==> config.mk <==
export PLATFORM = sky130hd
export DESIGN_NAME = ddoc_top
export DESIGN_NICKNAME = d
export VERILOG_FILES = /design/src/ddoc_pkg.sv /design/src/ddoc_pwm_if.sv /design/src/ddoc_pwm_gen.sv /design/src/ddoc_top.sv
export SDC_FILE = /design/constraint.sdc
export NUM_CORES = 1
export LEC_CHECK = 0
export BUFFER_PORTS_ARGS = -buffer_cell sky130_fd_sc_hd__buf_2
export CORE_UTILIZATION = 63
export DETAILED_ROUTE_END_ITERATION = 10
export PLACE_DENSITY = 0.9
export SLEW_MARGIN = 20
export SYNTH_ARGS = -nofsm -noshare
export SYNTH_HDL_FRONTEND = slang
export SYNTH_SLANG_ARGS = --single-unit
==> constraint.sdc <==
create_clock -name clk -period 3.8 [get_ports clk]
set_clock_uncertainty 0.15 [all_clocks]
set_input_delay 0.57 -clock clk [delete_from_list [all_inputs] [get_ports clk]]
set_output_delay 0.57 -clock clk [all_outputs]
set_load 0.1 [all_outputs]
==> src/ddoc_pkg.sv <==
// Constants shared by the door driver output control block.
// Assumes a 40 MHz core clock and 16-bit control words addressed by a 5-bit index.
package ddoc_pkg;
	localparam int CLK_MHZ = 40;
	localparam int NCH = 12;
	localparam int NHB = 6;
	localparam int NLAMP = 5;

	localparam logic [4:0] ADDR_LAMP_MIRROR = 5'h01;
	localparam logic [4:0] ADDR_RECOV_PWM = 5'h02;
	localparam logic [15:0] LAMP_MIRROR_RESET = 16'h0000;
	localparam logic [15:0] RECOV_PWM_RESET = 16'h0000;
	localparam logic [15:0] LAMP_MIRROR_WMASK = 16'hfffe;
	localparam logic [15:0] READ_ZERO = 16'h0000;

	// lamp_and_mirror_control fields
	localparam int L7_HI = 15;
	localparam int L7_LO = 14;
	localparam int L8_HI = 13;
	localparam int L8_LO = 12;
	localparam int L9_EN = 11;
	localparam int L10_EN = 10;
	localparam int L11_EN = 9;
	localparam int PD_EN = 8;
	localparam int REF_MSB = 7;
	localparam int REF_LSB = 2;
	localparam int MIRROR_EN = 1;

	// recovery_and_pwm_select fields
	localparam int RECOV_HB1 = 15;
	localparam int RECOV_PD = 9;
	localparam int PULSE_GEN_EN = 8;
	localparam int HB1_PWM_SEL = 7;
	localparam int PD_PWM = 1;
	localparam int FULL_SCALE_SEL = 0;

	// Channel map: 0..5 half-bridges 1..6, 6 feedback pull-down, 7..11 lamps 7..11
	localparam int CH_PD = 6;
	localparam int CH_LAMP0 = 7;
	localparam int HB_ON_PIN_B = 4;
	localparam int LAMP_D = 3;

	// 1.2 V at 1.5/64 V per step is 51.2 steps, so the last code that fits is 51
	localparam logic [5:0] REF_CLAMP = 6'h33;
	localparam logic [5:0] REF_ZERO = 6'h00;
endpackage

==> src/ddoc_pwm_if.sv <==
// Link between the control logic and the internal pulse generator.
// Assumes both ends share the core clock.
`timescale 1ns/1ps
interface ddoc_pwm_if;
	logic enable;
	logic level;
	modport gen (input enable, output level);
	modport user (output enable, input level);
endinterface

==> src/ddoc_pwm_gen.sv <==
// Internal pulse generator for the lamp outputs.
// Assumes duty is a static setting; period is a module parameter.
`timescale 1ns/1ps
module ddoc_pwm_gen
#(
	parameter int CNT_W = 8
)
(
	input wire logic clk,
	input wire logic rst,
	input wire logic [CNT_W-1:0] duty,
	ddoc_pwm_if.gen pg
);
	logic [CNT_W-1:0] cnt_r;
	logic level_r;

	// Stopped and low while disabled so a lamp never sees a stale phase
	always_ff @(posedge clk)
	begin
		if (rst || !pg.enable)
			cnt_r <= '0;
		else
			cnt_r <= cnt_r + 1'b1;
	end

	always_ff @(posedge clk)
	begin
		if (rst || !pg.enable)
			level_r <= 1'b0;
		else
			level_r <= (cnt_r < duty);
	end

	assign pg.level = level_r;
endmodule

==> src/ddoc_top.sv <==
// Control words and output gating for lamp, half-bridge and mirror drivers.
// Assumes the serial frame decoder supplies single-cycle word writes and a held read address.
// Contract
// - Lamps 7 and 8 decode a two-bit field (01 low current, 10 high current, else off); lamps 9 to 11 use one bit.
// - An enabled lamp with its pulse select set is driven only while its selected pulse source is high.
// - The mirror feedback pull-down may switch on only while the reference code is zero.
// - With its pulse gate bit set the pull-down is on only while external pulse input A is high.
// - The mirror controller enable drives the pass gate and forces lamp 10 on.
// - The reference code is clamped to the 1.2 V code unless full scale is selected.
// - An overcurrent event sets the output flag and the global fault and switches the output off.
// - With recovery enabled a tripped output comes back after a programmable delay, otherwise it stays off until its flag is cleared.
// - Three pulse sources exist; the internal one runs and is usable by lamps only while enabled.
// - A half-bridge with pulse select set is on only while its pin is high; output 5 uses pin B, others pin A.
// - High and low switch of a half-bridge are never on together.
// - Leaving active mode clears the control words and turns every output off.
`timescale 1ns/1ps
module ddoc_top
	import ddoc_pkg::*;
#(
	parameter int RECOV_SHORT_US = 16,
	parameter int RECOV_LONG_US = 32,
	parameter int CNT_W = 12,
	parameter int DUTY_W = 8
)
(
	input wire logic clk,
	input wire logic rst,
	input wire logic mode_active,
	input wire logic reg_wr,
	input wire logic [4:0] reg_addr,
	input wire logic [15:0] reg_wdata,
	output logic [15:0] reg_rdata,
	input wire logic [NHB-1:0] hb_high_req,
	input wire logic [NHB-1:0] hb_low_req,
	input wire logic [NLAMP-1:0] lamp_ocr_en,
	input wire logic [NLAMP-1:0] lamp_pwm_sel,
	input wire logic recovery_delay_select,
	input wire logic ext_pulse_in_a,
	input wire logic ext_pulse_in_b,
	input wire logic [DUTY_W-1:0] pulse_gen_duty,
	input wire logic [NCH-1:0] oc_event,
	input wire logic [NCH-1:0] oc_flag_clear,
	output logic [NHB-1:0] hb_high_on,
	output logic [NHB-1:0] hb_low_on,
	output logic [NLAMP-1:0] lamp_on,
	output logic [1:0] lamp_high_current,
	output logic mirror_pass_gate_drive,
	output logic mirror_feedback_pulldown_on,
	output logic [5:0] mirror_ref_code,
	output logic [NCH-1:0] output_overcurrent_flag,
	output logic global_supply_current_fault
);
	localparam int RECOV_SHORT_CYC = RECOV_SHORT_US * CLK_MHZ;
	localparam int RECOV_LONG_CYC = RECOV_LONG_US * CLK_MHZ;

	// Returns {enabled, high_current} for a two-bit lamp field
	function automatic logic [1:0] lamp_decode(input logic hi, input logic lo);
		lamp_decode = {hi ^ lo, hi & ~lo};
	endfunction

	// Pulse gating: a cleared select lets the enable through unchanged
	function automatic logic pulse_gate(input logic sel, input logic src);
		pulse_gate = !sel || src;
	endfunction

	logic [15:0] lamp_mirror_r;
	logic [15:0] recov_pwm_r;
	logic [NCH-1:0] off_r;
	logic [NCH-1:0] flag_r;
	logic [CNT_W-1:0] recov_cnt_r [NCH];
	logic [NCH-1:0] ocr_en;
	logic [NLAMP-1:0] lamp_req;
	logic [NLAMP-1:0] lamp_nxt;
	logic [NHB-1:0] hb_high_nxt;
	logic [NHB-1:0] hb_low_nxt;
	logic [1:0] mode7;
	logic [1:0] mode8;
	logic [5:0] ref_code;
	logic src_a;
	logic src_b;
	logic pulldown_nxt;
	logic [CNT_W-1:0] recov_load;
	logic write_ok;

	ddoc_pwm_if pg ();

	ddoc_pwm_gen #(.CNT_W(DUTY_W)) u_pulse_gen
	(
		.clk(clk),
		.rst(rst),
		.duty(pulse_gen_duty),
		.pg(pg)
	);

	assign pg.enable = recov_pwm_r[PULSE_GEN_EN];
	assign write_ok = reg_wr && mode_active;

	always_ff @(posedge clk)
	begin
		if (rst || !mode_active)
			lamp_mirror_r <= LAMP_MIRROR_RESET;
		else if (write_ok && reg_addr == ADDR_LAMP_MIRROR)
			lamp_mirror_r <= reg_wdata & LAMP_MIRROR_WMASK;
	end

	always_ff @(posedge clk)
	begin
		if (rst || !mode_active)
			recov_pwm_r <= RECOV_PWM_RESET;
		else if (write_ok && reg_addr == ADDR_RECOV_PWM)
			recov_pwm_r <= reg_wdata;
	end

	// Read data lags the address by one cycle
	always_ff @(posedge clk)
	begin
		if (rst)
			reg_rdata <= READ_ZERO;
		else if (reg_addr == ADDR_LAMP_MIRROR)
			reg_rdata <= lamp_mirror_r;
		else if (reg_addr == ADDR_RECOV_PWM)
			reg_rdata <= recov_pwm_r;
		else
			reg_rdata <= READ_ZERO;
	end

	assign ref_code = lamp_mirror_r[REF_MSB:REF_LSB];
	assign mode7 = lamp_decode(lamp_mirror_r[L7_HI], lamp_mirror_r[L7_LO]);
	assign mode8 = lamp_decode(lamp_mirror_r[L8_HI], lamp_mirror_r[L8_LO]);
	// The internal generator replaces the pins for lamps while it is enabled
	assign src_a = pg.enable ? pg.level : ext_pulse_in_a;
	assign src_b = pg.enable ? pg.level : ext_pulse_in_b;
	assign recov_load = recovery_delay_select ? CNT_W'(RECOV_LONG_CYC) : CNT_W'(RECOV_SHORT_CYC);

	always_comb
	begin
		lamp_req = {lamp_mirror_r[L11_EN], lamp_mirror_r[L10_EN], lamp_mirror_r[L9_EN], mode8[1], mode7[1]};
		lamp_req[LAMP_D] = lamp_req[LAMP_D] | lamp_mirror_r[MIRROR_EN];
		for (int i = 0; i < NLAMP; i++)
		begin
			// Lamps 7, 9, 11 follow source A; lamps 8, 10 follow source B
			lamp_nxt[i] = lamp_req[i] && !off_r[CH_LAMP0+i]
				&& pulse_gate(lamp_pwm_sel[i], (i % 2 == 0) ? src_a : src_b);
		end
		for (int i = 0; i < NHB; i++)
		begin
			ocr_en[i] = recov_pwm_r[RECOV_HB1-i];
			// Both requested counts as off, so the two switches can never overlap
			hb_high_nxt[i] = hb_high_req[i] && !hb_low_req[i] && !off_r[i]
				&& pulse_gate(recov_pwm_r[HB1_PWM_SEL-i], (i == HB_ON_PIN_B) ? ext_pulse_in_b : ext_pulse_in_a);
			hb_low_nxt[i] = hb_low_req[i] && !hb_high_req[i] && !off_r[i]
				&& pulse_gate(recov_pwm_r[HB1_PWM_SEL-i], (i == HB_ON_PIN_B) ? ext_pulse_in_b : ext_pulse_in_a);
		end
		ocr_en[CH_PD] = recov_pwm_r[RECOV_PD];
		ocr_en[NCH-1:CH_LAMP0] = lamp_ocr_en;
		pulldown_nxt = lamp_mirror_r[PD_EN] && ref_code == REF_ZERO && !off_r[CH_PD]
			&& pulse_gate(recov_pwm_r[PD_PWM], ext_pulse_in_a);
	end

	always_ff @(posedge clk)
	begin
		if (rst || !mode_active)
		begin
			lamp_on <= '0;
			lamp_high_current <= '0;
			hb_high_on <= '0;
			hb_low_on <= '0;
			mirror_feedback_pulldown_on <= 1'b0;
			mirror_pass_gate_drive <= 1'b0;
			mirror_ref_code <= REF_ZERO;
		end
		else
		begin
			lamp_on <= lamp_nxt;
			lamp_high_current <= {mode8[0] & lamp_nxt[1], mode7[0] & lamp_nxt[0]};
			hb_high_on <= hb_high_nxt;
			hb_low_on <= hb_low_nxt;
			mirror_feedback_pulldown_on <= pulldown_nxt;
			mirror_pass_gate_drive <= lamp_mirror_r[MIRROR_EN];
			mirror_ref_code <= (!recov_pwm_r[FULL_SCALE_SEL] && ref_code > REF_CLAMP) ? REF_CLAMP : ref_code;
		end
	end

	// A new event wins over a clear arriving in the same cycle
	always_ff @(posedge clk)
	begin
		for (int i = 0; i < NCH; i++)
		begin
			if (rst || !mode_active)
			begin
				flag_r[i] <= 1'b0;
				off_r[i] <= 1'b0;
				recov_cnt_r[i] <= '0;
			end
			else if (oc_event[i])
			begin
				flag_r[i] <= 1'b1;
				off_r[i] <= 1'b1;
				recov_cnt_r[i] <= recov_load;
			end
			else
			begin
				if (oc_flag_clear[i])
					flag_r[i] <= 1'b0;
				if (off_r[i] && ocr_en[i] && recov_cnt_r[i] != '0)
					recov_cnt_r[i] <= recov_cnt_r[i] - 1'b1;
				else if (off_r[i] && ocr_en[i])
					off_r[i] <= 1'b0;
				else if (off_r[i] && oc_flag_clear[i])
					off_r[i] <= 1'b0;
			end
		end
	end

	always_ff @(posedge clk)
	begin
		if (rst || !mode_active)
		begin
			output_overcurrent_flag <= '0;
			global_supply_current_fault <= 1'b0;
		end
		else
		begin
			output_overcurrent_flag <= flag_r;
			global_supply_current_fault <= |flag_r;
		end
	end
endmodule

## Word level (Yosys, flattened, before mapping)

Memory sizes are Yosys's and may differ from the RTL's.
Cells that the tools add are included.

- Add/sub/neg operators: 13
- Magnitude comparators: 2
- Equal/unequal tests: 14
- Mux-type cells: 188
- Bitwise gates (word level): 34
- Reductions and logical operators: 194

Operators with widths:

| kind | count |
|---|---|
| two-way mux 12 bit | 24 |
| two-way mux 1 bit | 160 |
| nonzero test 12 bit | 12 |
| subtractor 12 x 1 -> 12 bit (second input constant) | 12 |
| logical AND 1 bit | 89 |
| logical NOT 1 bit | 39 |
| nonzero test 3 bit | 12 |
| two-way mux 16 bit | 2 |
| OR 1 bit | 25 |
| != test 2 bit (second input constant) | 12 |
| AND reduction 2 bit | 12 |
| nonzero test 2 bit | 12 |
| logical OR 1 bit | 14 |
| OR reduction 12 bit | 1 |
| two-way mux 11 bit | 1 |
| adder 8 x 1 -> 8 bit (second input constant) | 1 |
| < comparator 8 bit | 1 |
| > comparator 6 bit (second input constant) | 1 |
| logical NOT 6 bit | 1 |
| two-way mux 6 bit | 1 |
| equality test 5 x 1 -> 1 bit (second input constant) | 1 |
| equality test 5 x 2 -> 1 bit (second input constant) | 1 |
| bitwise AND 1 bit | 4 |
| inverter 1 bit | 3 |
| other kinds (3) | 4 |

- Register bits: 120
- RAM bits: 144
- Memories kept: 1

Memories:

| name | words | bits a word | rd ports | clocked after Yosys merged registers in | write ports | RTL line | source |
|---|---|---|---|---|---|---|---|
| recov_cnt_r | 12 | 12 | 12 | 0 | 12 | ddoc_top.sv:70 | `logic [CNT_W-1:0] recov_cnt_r [NCH];` |

## Logic depth before layout (Yosys ltp)

Gate-level depths: netlist (run 1).
An unclocked memory read counts as a cell.

- Word-level depth: 8
- Gate-level depth with buffers: 7
- Mapped depth without buffers: 7

## By module

A second synthesis (run 1) with hierarchy kept.

- Cell total of the unflattened synthesis: 1172
- Area total of the unflattened synthesis: 12214.2 um^2

Modules (own cells, without submodules):

| module | times used | cells each | area an instance (um^2) |
|---|---|---|---|
| ddoc_top | 1 | 1110 | 11692.5 |
| ddoc_pwm_gen | 1 | 62 | 521.8 |

## Worst setup path after synthesis (run 1)

Ideal clock, no wire load.

- Path type: flip-flop to flip-flop
- From: memory recov_cnt_r[2][4], in the netlist recov_cnt_r[0][28]
- To: memory recov_cnt_r[2][0], in the netlist recov_cnt_r[0][24] (enable)
- Setup time: 0.330 ns
- Arrival time: 2.120 ns
- Data required time: 3.320 ns
- Path slack: 1.200 ns
- Stages on the path, launching flop included: 6
- Path buffers: 0
- Clock period less this slack: 2.600 ns
- Cell sequence: edfxtp_1 -> or4_4 -> or4_4 -> or3_4 -> nand3_1 -> nand2_1

RTL lines:

| item | RTL line |
|---|---|
| start: declaration | ddoc_top.sv:70 |

==> results of run 1 <==
## report_power, final
| group | internal, mW | switching [mW] | leakage [nW] | total (mW) |
|---|---|---|---|---|
| Sequential | 3.09 | 0.0811 | 2.65 | 3.17 |
| Combinational | 0.256 | 0.373 | 2.62 | 0.629 |
| Clock | 1.57 | 1.08 | 0.455 | 2.65 |
| Total | 4.92 | 1.53 | 5.73 | 6.46 |
## layout by cell type (no fill, tap or decap), types with 6 or more instances in the layout
master,synthesis,layout
a2111oi_0,6,6
a211oi_1,8,8
a21oi_1,31,31
a22o_1,15,15
a41oi_1,6,6
and2_1,20,20
and3b_1,12,12
and4_1,6,6
buf_2,3,137
buf_4,1,6
clkbuf_1,26,8
clkbuf_16,0,31
clkinv_2,0,6
dfxtp_1,120,120
edfxtp_1,144,144
ha_1,34,34
inv_1,59,59
mux2i_1,33,33
nand2_1,61,61
nand2b_1,13,12
nand3_1,21,21
nor2_1,211,209
nor3_1,38,38
nor3b_1,8,8
nor4_1,32,32
o21ai_0,46,46
o31ai_1,10,10
or4_1,11,11
xnor2_1,89,89
xor2_1,24,24
## through the flow
stage	hold slack, ns	utilization	instances	area [um^2]
after floorplan	0.271	-	1133	11900
after global placement	0.288	0.704	1475	12900
after detailed placement	0.304	0.704	1475	12900
after CTS	0.0776	0.754	1526	13800
after global routing	0.0808	0.755	1527	13800
final	0.0776	0.755	1527	13800
## worst min-delay path by stage
| stage | from | endpoint | slack (ns) | cells past startpoint |
|---|---|---|---|---|
| 5_1_grt | lamp_pwm_sel[3] | lamp_on[3] | 0.08 | 2 |
| 2_1_floorplan | u_pulse_gen.cnt_r[0] | u_pulse_gen.cnt_r[0] | 0.27 | 1 |
| 4_1_cts | lamp_pwm_sel[3] | lamp_on[3] | 0.08 | 2 |
| 6_report | lamp_pwm_sel[2] | lamp_on[2] | 0.08 | 2 |
| 3_3_place_gp | u_pulse_gen.cnt_r[0] | u_pulse_gen.cnt_r[0] | 0.29 | 1 |
| 3_5_place_dp | u_pulse_gen.cnt_r[0] | u_pulse_gen.cnt_r[0] | 0.30 | 1 |
## layer usage
metal / track usage / share of wire
met5: 0 / 0
met4: 0.111 / 0.040
met3: 0.0478 / 0.077
met2: 0.479 / 0.48
met1: 0.347 / 0.40
## sequential cells by signal, summed over array words and instances, names as in the netlist
register	count
u_pulse_gen.cnt_r	8
u_pulse_gen.pg.level	1
mirror_pass_gate_drive	1
mirror_feedback_pulldown_on	1
recov_cnt_r	144
reg_rdata	16
flag_r	12
global_supply_current_fault	1
recov_pwm_r	16
hb_high_on	6
lamp_high_current	2
off_r	12
lamp_mirror_r	15
lamp_on	5
output_overcurrent_flag	12
mirror_ref_code	6
hb_low_on	6
## cell families after synthesis
logic type,synth area share
buffers and inverters,0.0295
adder cells (fa/ha/maj),0.0356
AO/OA/AOI/OAI,0.0722
multiplexers,0.0277
XOR/XNOR,0.0828
flip-flops,0.563
AND/OR/NAND/NOR,0.189
## critical path, cell delays in order (launching register included)
cell      delay [ns]
edfxtp_1        0.46
or4_4           0.59
or4_4           0.45
or3_4           0.40
nand3_1         0.12
nand2_1         0.32
## final cells by class
cell class | count | area [um^2]
flip-flops and latches | 264 | 6730
inverters | 59 | 221
fillers | 1156 | 4480
repair buffers | 145 | 758
clock buffers | 44 | 875
multi-input cells | 779 | 4880
clock inverters | 7 | 38.8
well taps | 229 | 287
==> flow_summary.yaml, run 1 <==
cells_and_area:
  final_nets: 1393
  antenna_cells: 0
  layout-drive-gt1-share: 0.154
  area_growth_pct: 15.4
placed_design:
  gp_congestion: 0.848
  portBuffers: 137
  place_ws_ns: 1.03
  dp_hpwl_mm: 18.8
grt:
  grt_util_all_layers: 0.278
  grt_max_degree: 56
  grt_antenna_before_repair: 0
  grt_pass1_wl_mm: 42.9
  grt_overflow_total: 0
  grt_pass1_vias: 8747
worst_setup_path:
  arrival_ns: 2.88
  r2r-end: "recov_cnt_r[0][29]"
  r2r_start: "recov_cnt_r[0][28]"
  critPathCaptureType: "flop"
  crit_required_ns: 3.83
  worstRegToRegCells: 5
  start_kind: "flop"
  startpoint: "recov_cnt_r[0][28]"
  rrSetupSlack_ns: 0.95
  endpoint: "recov_cnt_r[0][29]"
  critical_path_class: "reg -> reg"
  crit_fanout: 12
sta:
  relSlewSlack: 0.488
  fin_crit_ns: 2.85
  final.period_utilization: 0.750
  rsz0062_at_grt: "no"
  max_freq_mhz: 351
  hold_violations: 0
  setup_tns_ns: 0
  slew_viol_final: 0
  tightest_slew_ns: 0.767
  setup_viol: 0
  timing.final.ws_setup_ns: 0.948
yosys:
  synth_edf_count: 144
  ys_seq_elements: 264
  synthFlopType: "edfxtp_1"
  yosysWarnings: 0
  synth_cells: 1133
  synth_fp_nets: 1249
  synthTopCellsByArea: "edfxtp_1, dfxtp_1, nor2_1, xnor2_1, ha_1"
  synthDistinctLibCells: 46
  netlist.area_leader.share: 0.362
  yosysTopAreaCell: "edfxtp_1"
  synth.avg_cell_area_um2: 10.5
  yosysMostFrequentCell: "nor2_1"
  yosysSeqAreaShare: 0.563
  synth_common_cells: "nor2_1, edfxtp_1, dfxtp_1, xnor2_1, nand2_1"
  async_flop_share: 0
  syn_area_um2: 11900
pwr:
  power_leakage_nw: 5.73
  ir_drop_uv: 398
  p_per_area_nw_per_um2: 468
  power.total_mw: 6.46
clock_network:
  clk_pin_slew_ns: 0.06
  post_cts_resized: 0
  cts_root_buf: "clkbuf_16"
  clock_sinks: 264
  htreeDepth: 1
  postCtsSetupRepairBufs: 0
  clkLatencyLatePin_ns: 0.54
  cts_buffer_depth: 3
  cts-buffers-inserted: 28
  cts_tree: "yes"
  holdBufCountCts: 0
detailed_routing:
  dr.first_iter.drc_count: 751
  via_count: 9031
  drtAntennaViolNets: 0
  wl_mm: 27.0
  drc: 0
  first_pass_iters: 5
  routed_via_density: 5.91
  wl_per_cell_um: 17.7
die:
  core_area_um2: 18300
  die_h_um: 140
  die_w_um: 140
  die_area_um2: 19500
  fp-row-count: 49
  initial_core_util: 0.654
  pin_count: 138
status:
  status: "complete, no violations"
min_path:
  hold_path.class: "in -> reg"
run:
  drv_cap: 0
Note: power is estimated with default switching activity, not from simulation.
==> inputs of run 2 (changes only) <==
Settings changed: CORE_UTILIZATION 63 to 53, PLACE_DENSITY 0.9 to 0.81.
Clock period 3.8 ns to 2.4 ns, I/O delays scaled along.
==> run 2 against run 1 <==
  * The flow now finishes with violations (DRC, setup timing)
  * Cell count grew 12%
  * Power rose by 66%
  * Sequential share of layout area decreased by 4.6 points
  * Sequential cell count stayed put
  * First-iteration DRC count down 3.6%
  * Routed wire length is 8.3% higher
  * Register-to-register slack worse by 0.96 ns
  * Non-clock buffer count grew 133
  * Clock power grew 71%
  * Combinational power rose by 89%
  * Critical path type unchanged
  * Largest power group unchanged
==> flow_summary.yaml, run 2 (same netlist as run 1, synthesis figures left out) <==
grt:
  grt_overflow_total: 0
  grt_max_degree: 22
  grt_util_all_layers: 0.252
  grt_pass1_wl_mm: 47.1
  grt_antenna_before_repair: 0
  grt_pass1_vias: 9531
worst_setup_path:
  critPathSlowestCell: "or4_4"
  arrival_ns: 2.55
  startpoint: "recov_cnt_r[0][30]"
  worstRegToRegCells: 5
  critPathCaptureType: "flop"
  crit_required_ns: 2.54
  crit_buf_inv: 0
  r2r-end: "recov_cnt_r[0][33]"
  cp_top_family: "simple AND/OR/NAND/NOR gates"
  crit_top_cell: "or4_4"
  critical_path_class: "reg -> reg"
  start_kind: "flop"
  max_stage_delay_ns: 0.55
  crit_chain: "or4_4 > or4_4 > or3_4 > nand4_2 > o21ai_2"
  crit_fanout: 6
  r2r_start: "recov_cnt_r[0][30]"
  rrSetupSlack_ns: -0.01
detailed_routing:
  dr.first_iter.drc_count: 724
  wl_mm: 29.2
  drtAntennaViolNets: 0
  via_count: 9528
  drc: 16
  first_pass_iters: 10
  routed_via_density: 5.56
  wl_per_cell_um: 17.1
clock_network:
  clk_pin_slew_ns: 0.06
  cts_tree: "yes"
  clkLatencyLatePin_ns: 0.55
  cts_root_buf: "clkbuf_16"
  clock_sinks: 264
  cts_buffer_depth: 3
  cts-buffers-inserted: 28
  htreeDepth: 1
sta:
  setup_viol: 20
  fin_crit_ns: 2.41
  relSlewSlack: 0.568
  final.period_utilization: 1.01
  hold_violations: 0
  rsz0062_at_grt: "yes"
  timing.final.ws_setup_ns: -0.0126
  tightest_slew_ns: 0.646
  max_freq_mhz: 414
  slew_viol_final: 0
pwr:
  p_per_area_nw_per_um2: 706
  power_leakage_nw: 6.39
  ir_drop_uv: 508
min_path:
  hold_path.class: "in -> reg"
  hold-path-endpoint: "flag_r[0]"
  whs_path_depth: 4
  hp-start: "oc_flag_clear[0]"
run:
  drv_cap: 0
placed_design:
  dp_hpwl_mm: 20.0
  place_ws_ns: -0.0517
  gp_congestion: 0.827
  portBuffers: 137
  placed_area_um2: 13500
die:
  initial_core_util: 0.544
  core_area_um2: 22000
  pin_count: 138
  die_area_um2: 23100
  fp-row-count: 54
  die_h_um: 152
  die_w_um: 152
status:
  status: "finished, violations left"
  failed_checks: "DRC, setup timing"
cells_and_area:
  num-fill-cells: 1543
  top_register: "recov_cnt_r"
  largest_reg_flops: 144
  area_growth_pct: 27.5
  reg.largest.list: "recov_cnt_r (144), recov_pwm_r (16), reg_rdata (16)"
  final_nets: 1528
  antenna_cells: 0
  layout-drive-gt1-share: 0.200
  mostFrequentLayoutCell: "nor2_1"
  design_area_um2: 15200
  final_cell_mix: "nor2_1, edfxtp_1, buf_2"
run 2: routing by layer:
layer | share of wire | wire, um | track usage
met1 | 0.41 | 12100 | 0.314
met4 | 0.033 | 963 | 0.0986
met5 | 0 | 0 | 0
met3 | 0.059 | 1720 | 0.0375
met2 | 0.49 | 14500 | 0.440
run 2: timing repair:
| item | in CTS | in global routing |
|---|---|---|
| setup buffers | 0 | 1 |
| cloned | 2 | 0 |
| gates resized for setup | 7 | 16 |
| hold endpoints to repair | 69 | 0 |
| pin swaps | 1 | 2 |
| endpoints found under the setup margin | 19 | 178 |
| hold buffers | 62 | 0 |
run 2: worst max-delay path by stage:
stage          cells after the start                 end  slack [ns]
6_report                           5  recov_cnt_r[0][33]       -0.01
4_1_cts                            5  recov_cnt_r[0][25]      -0.009
3_5_place_dp                       5  recov_cnt_r[0][32]       -0.05
2_1_floorplan                      6  recov_cnt_r[0][34]       -0.01
5_1_grt                            5  recov_cnt_r[1][29]       -0.12
3_3_place_gp                       5  recov_cnt_r[0][28]       -0.02
run 2: cell type report:
class / instances / area [um^2] / share of cell area
clock buffer: 37 / 797 / 0.0523
clock inverter: 15 / 185 / 0.0122
inverter: 59 / 221 / 0.0145
multi-input combinational: 781 / 5030 / 0.330
sequential: 264 / 6730 / 0.442
tap: 280 / 350 / 0.0230
timing repair buffer: 278 / 1920 / 0.126
run 2: worst reg2reg max path, cell delays in order, from the launching register on:
cell and delay (ns):
edfxtp_1 0.40, or4_4 0.55, or4_4 0.43, or3_4 0.39, nand4_2 0.19, o21ai_2 0.07
run 2: through the flow:
stage                     power, mW   util  TNS, ns  hold WS (ns)  instances
final                          10.8  0.694   -0.139        0.0143       1714
after global routing           11.1  0.694    -3.50        0.0293       1714
after CTS                      10.7  0.689   -0.128       0.00387       1713
after detailed placement       6.16  0.614   -0.679         0.304       1597
after global placement         6.13  0.614   -0.177         0.292       1597
after floorplan                5.81      -   -0.177         0.271       1133
run 2: power breakdown:
| group | total [mW] | switching (mW) | internal, mW |
|---|---|---|---|
| Combinational | 1.19 | 0.644 | 0.543 |
| Sequential | 5.02 | 0.125 | 4.90 |
| Clock | 4.54 | 1.78 | 2.77 |
| Total | 10.8 | 2.55 | 8.20 |
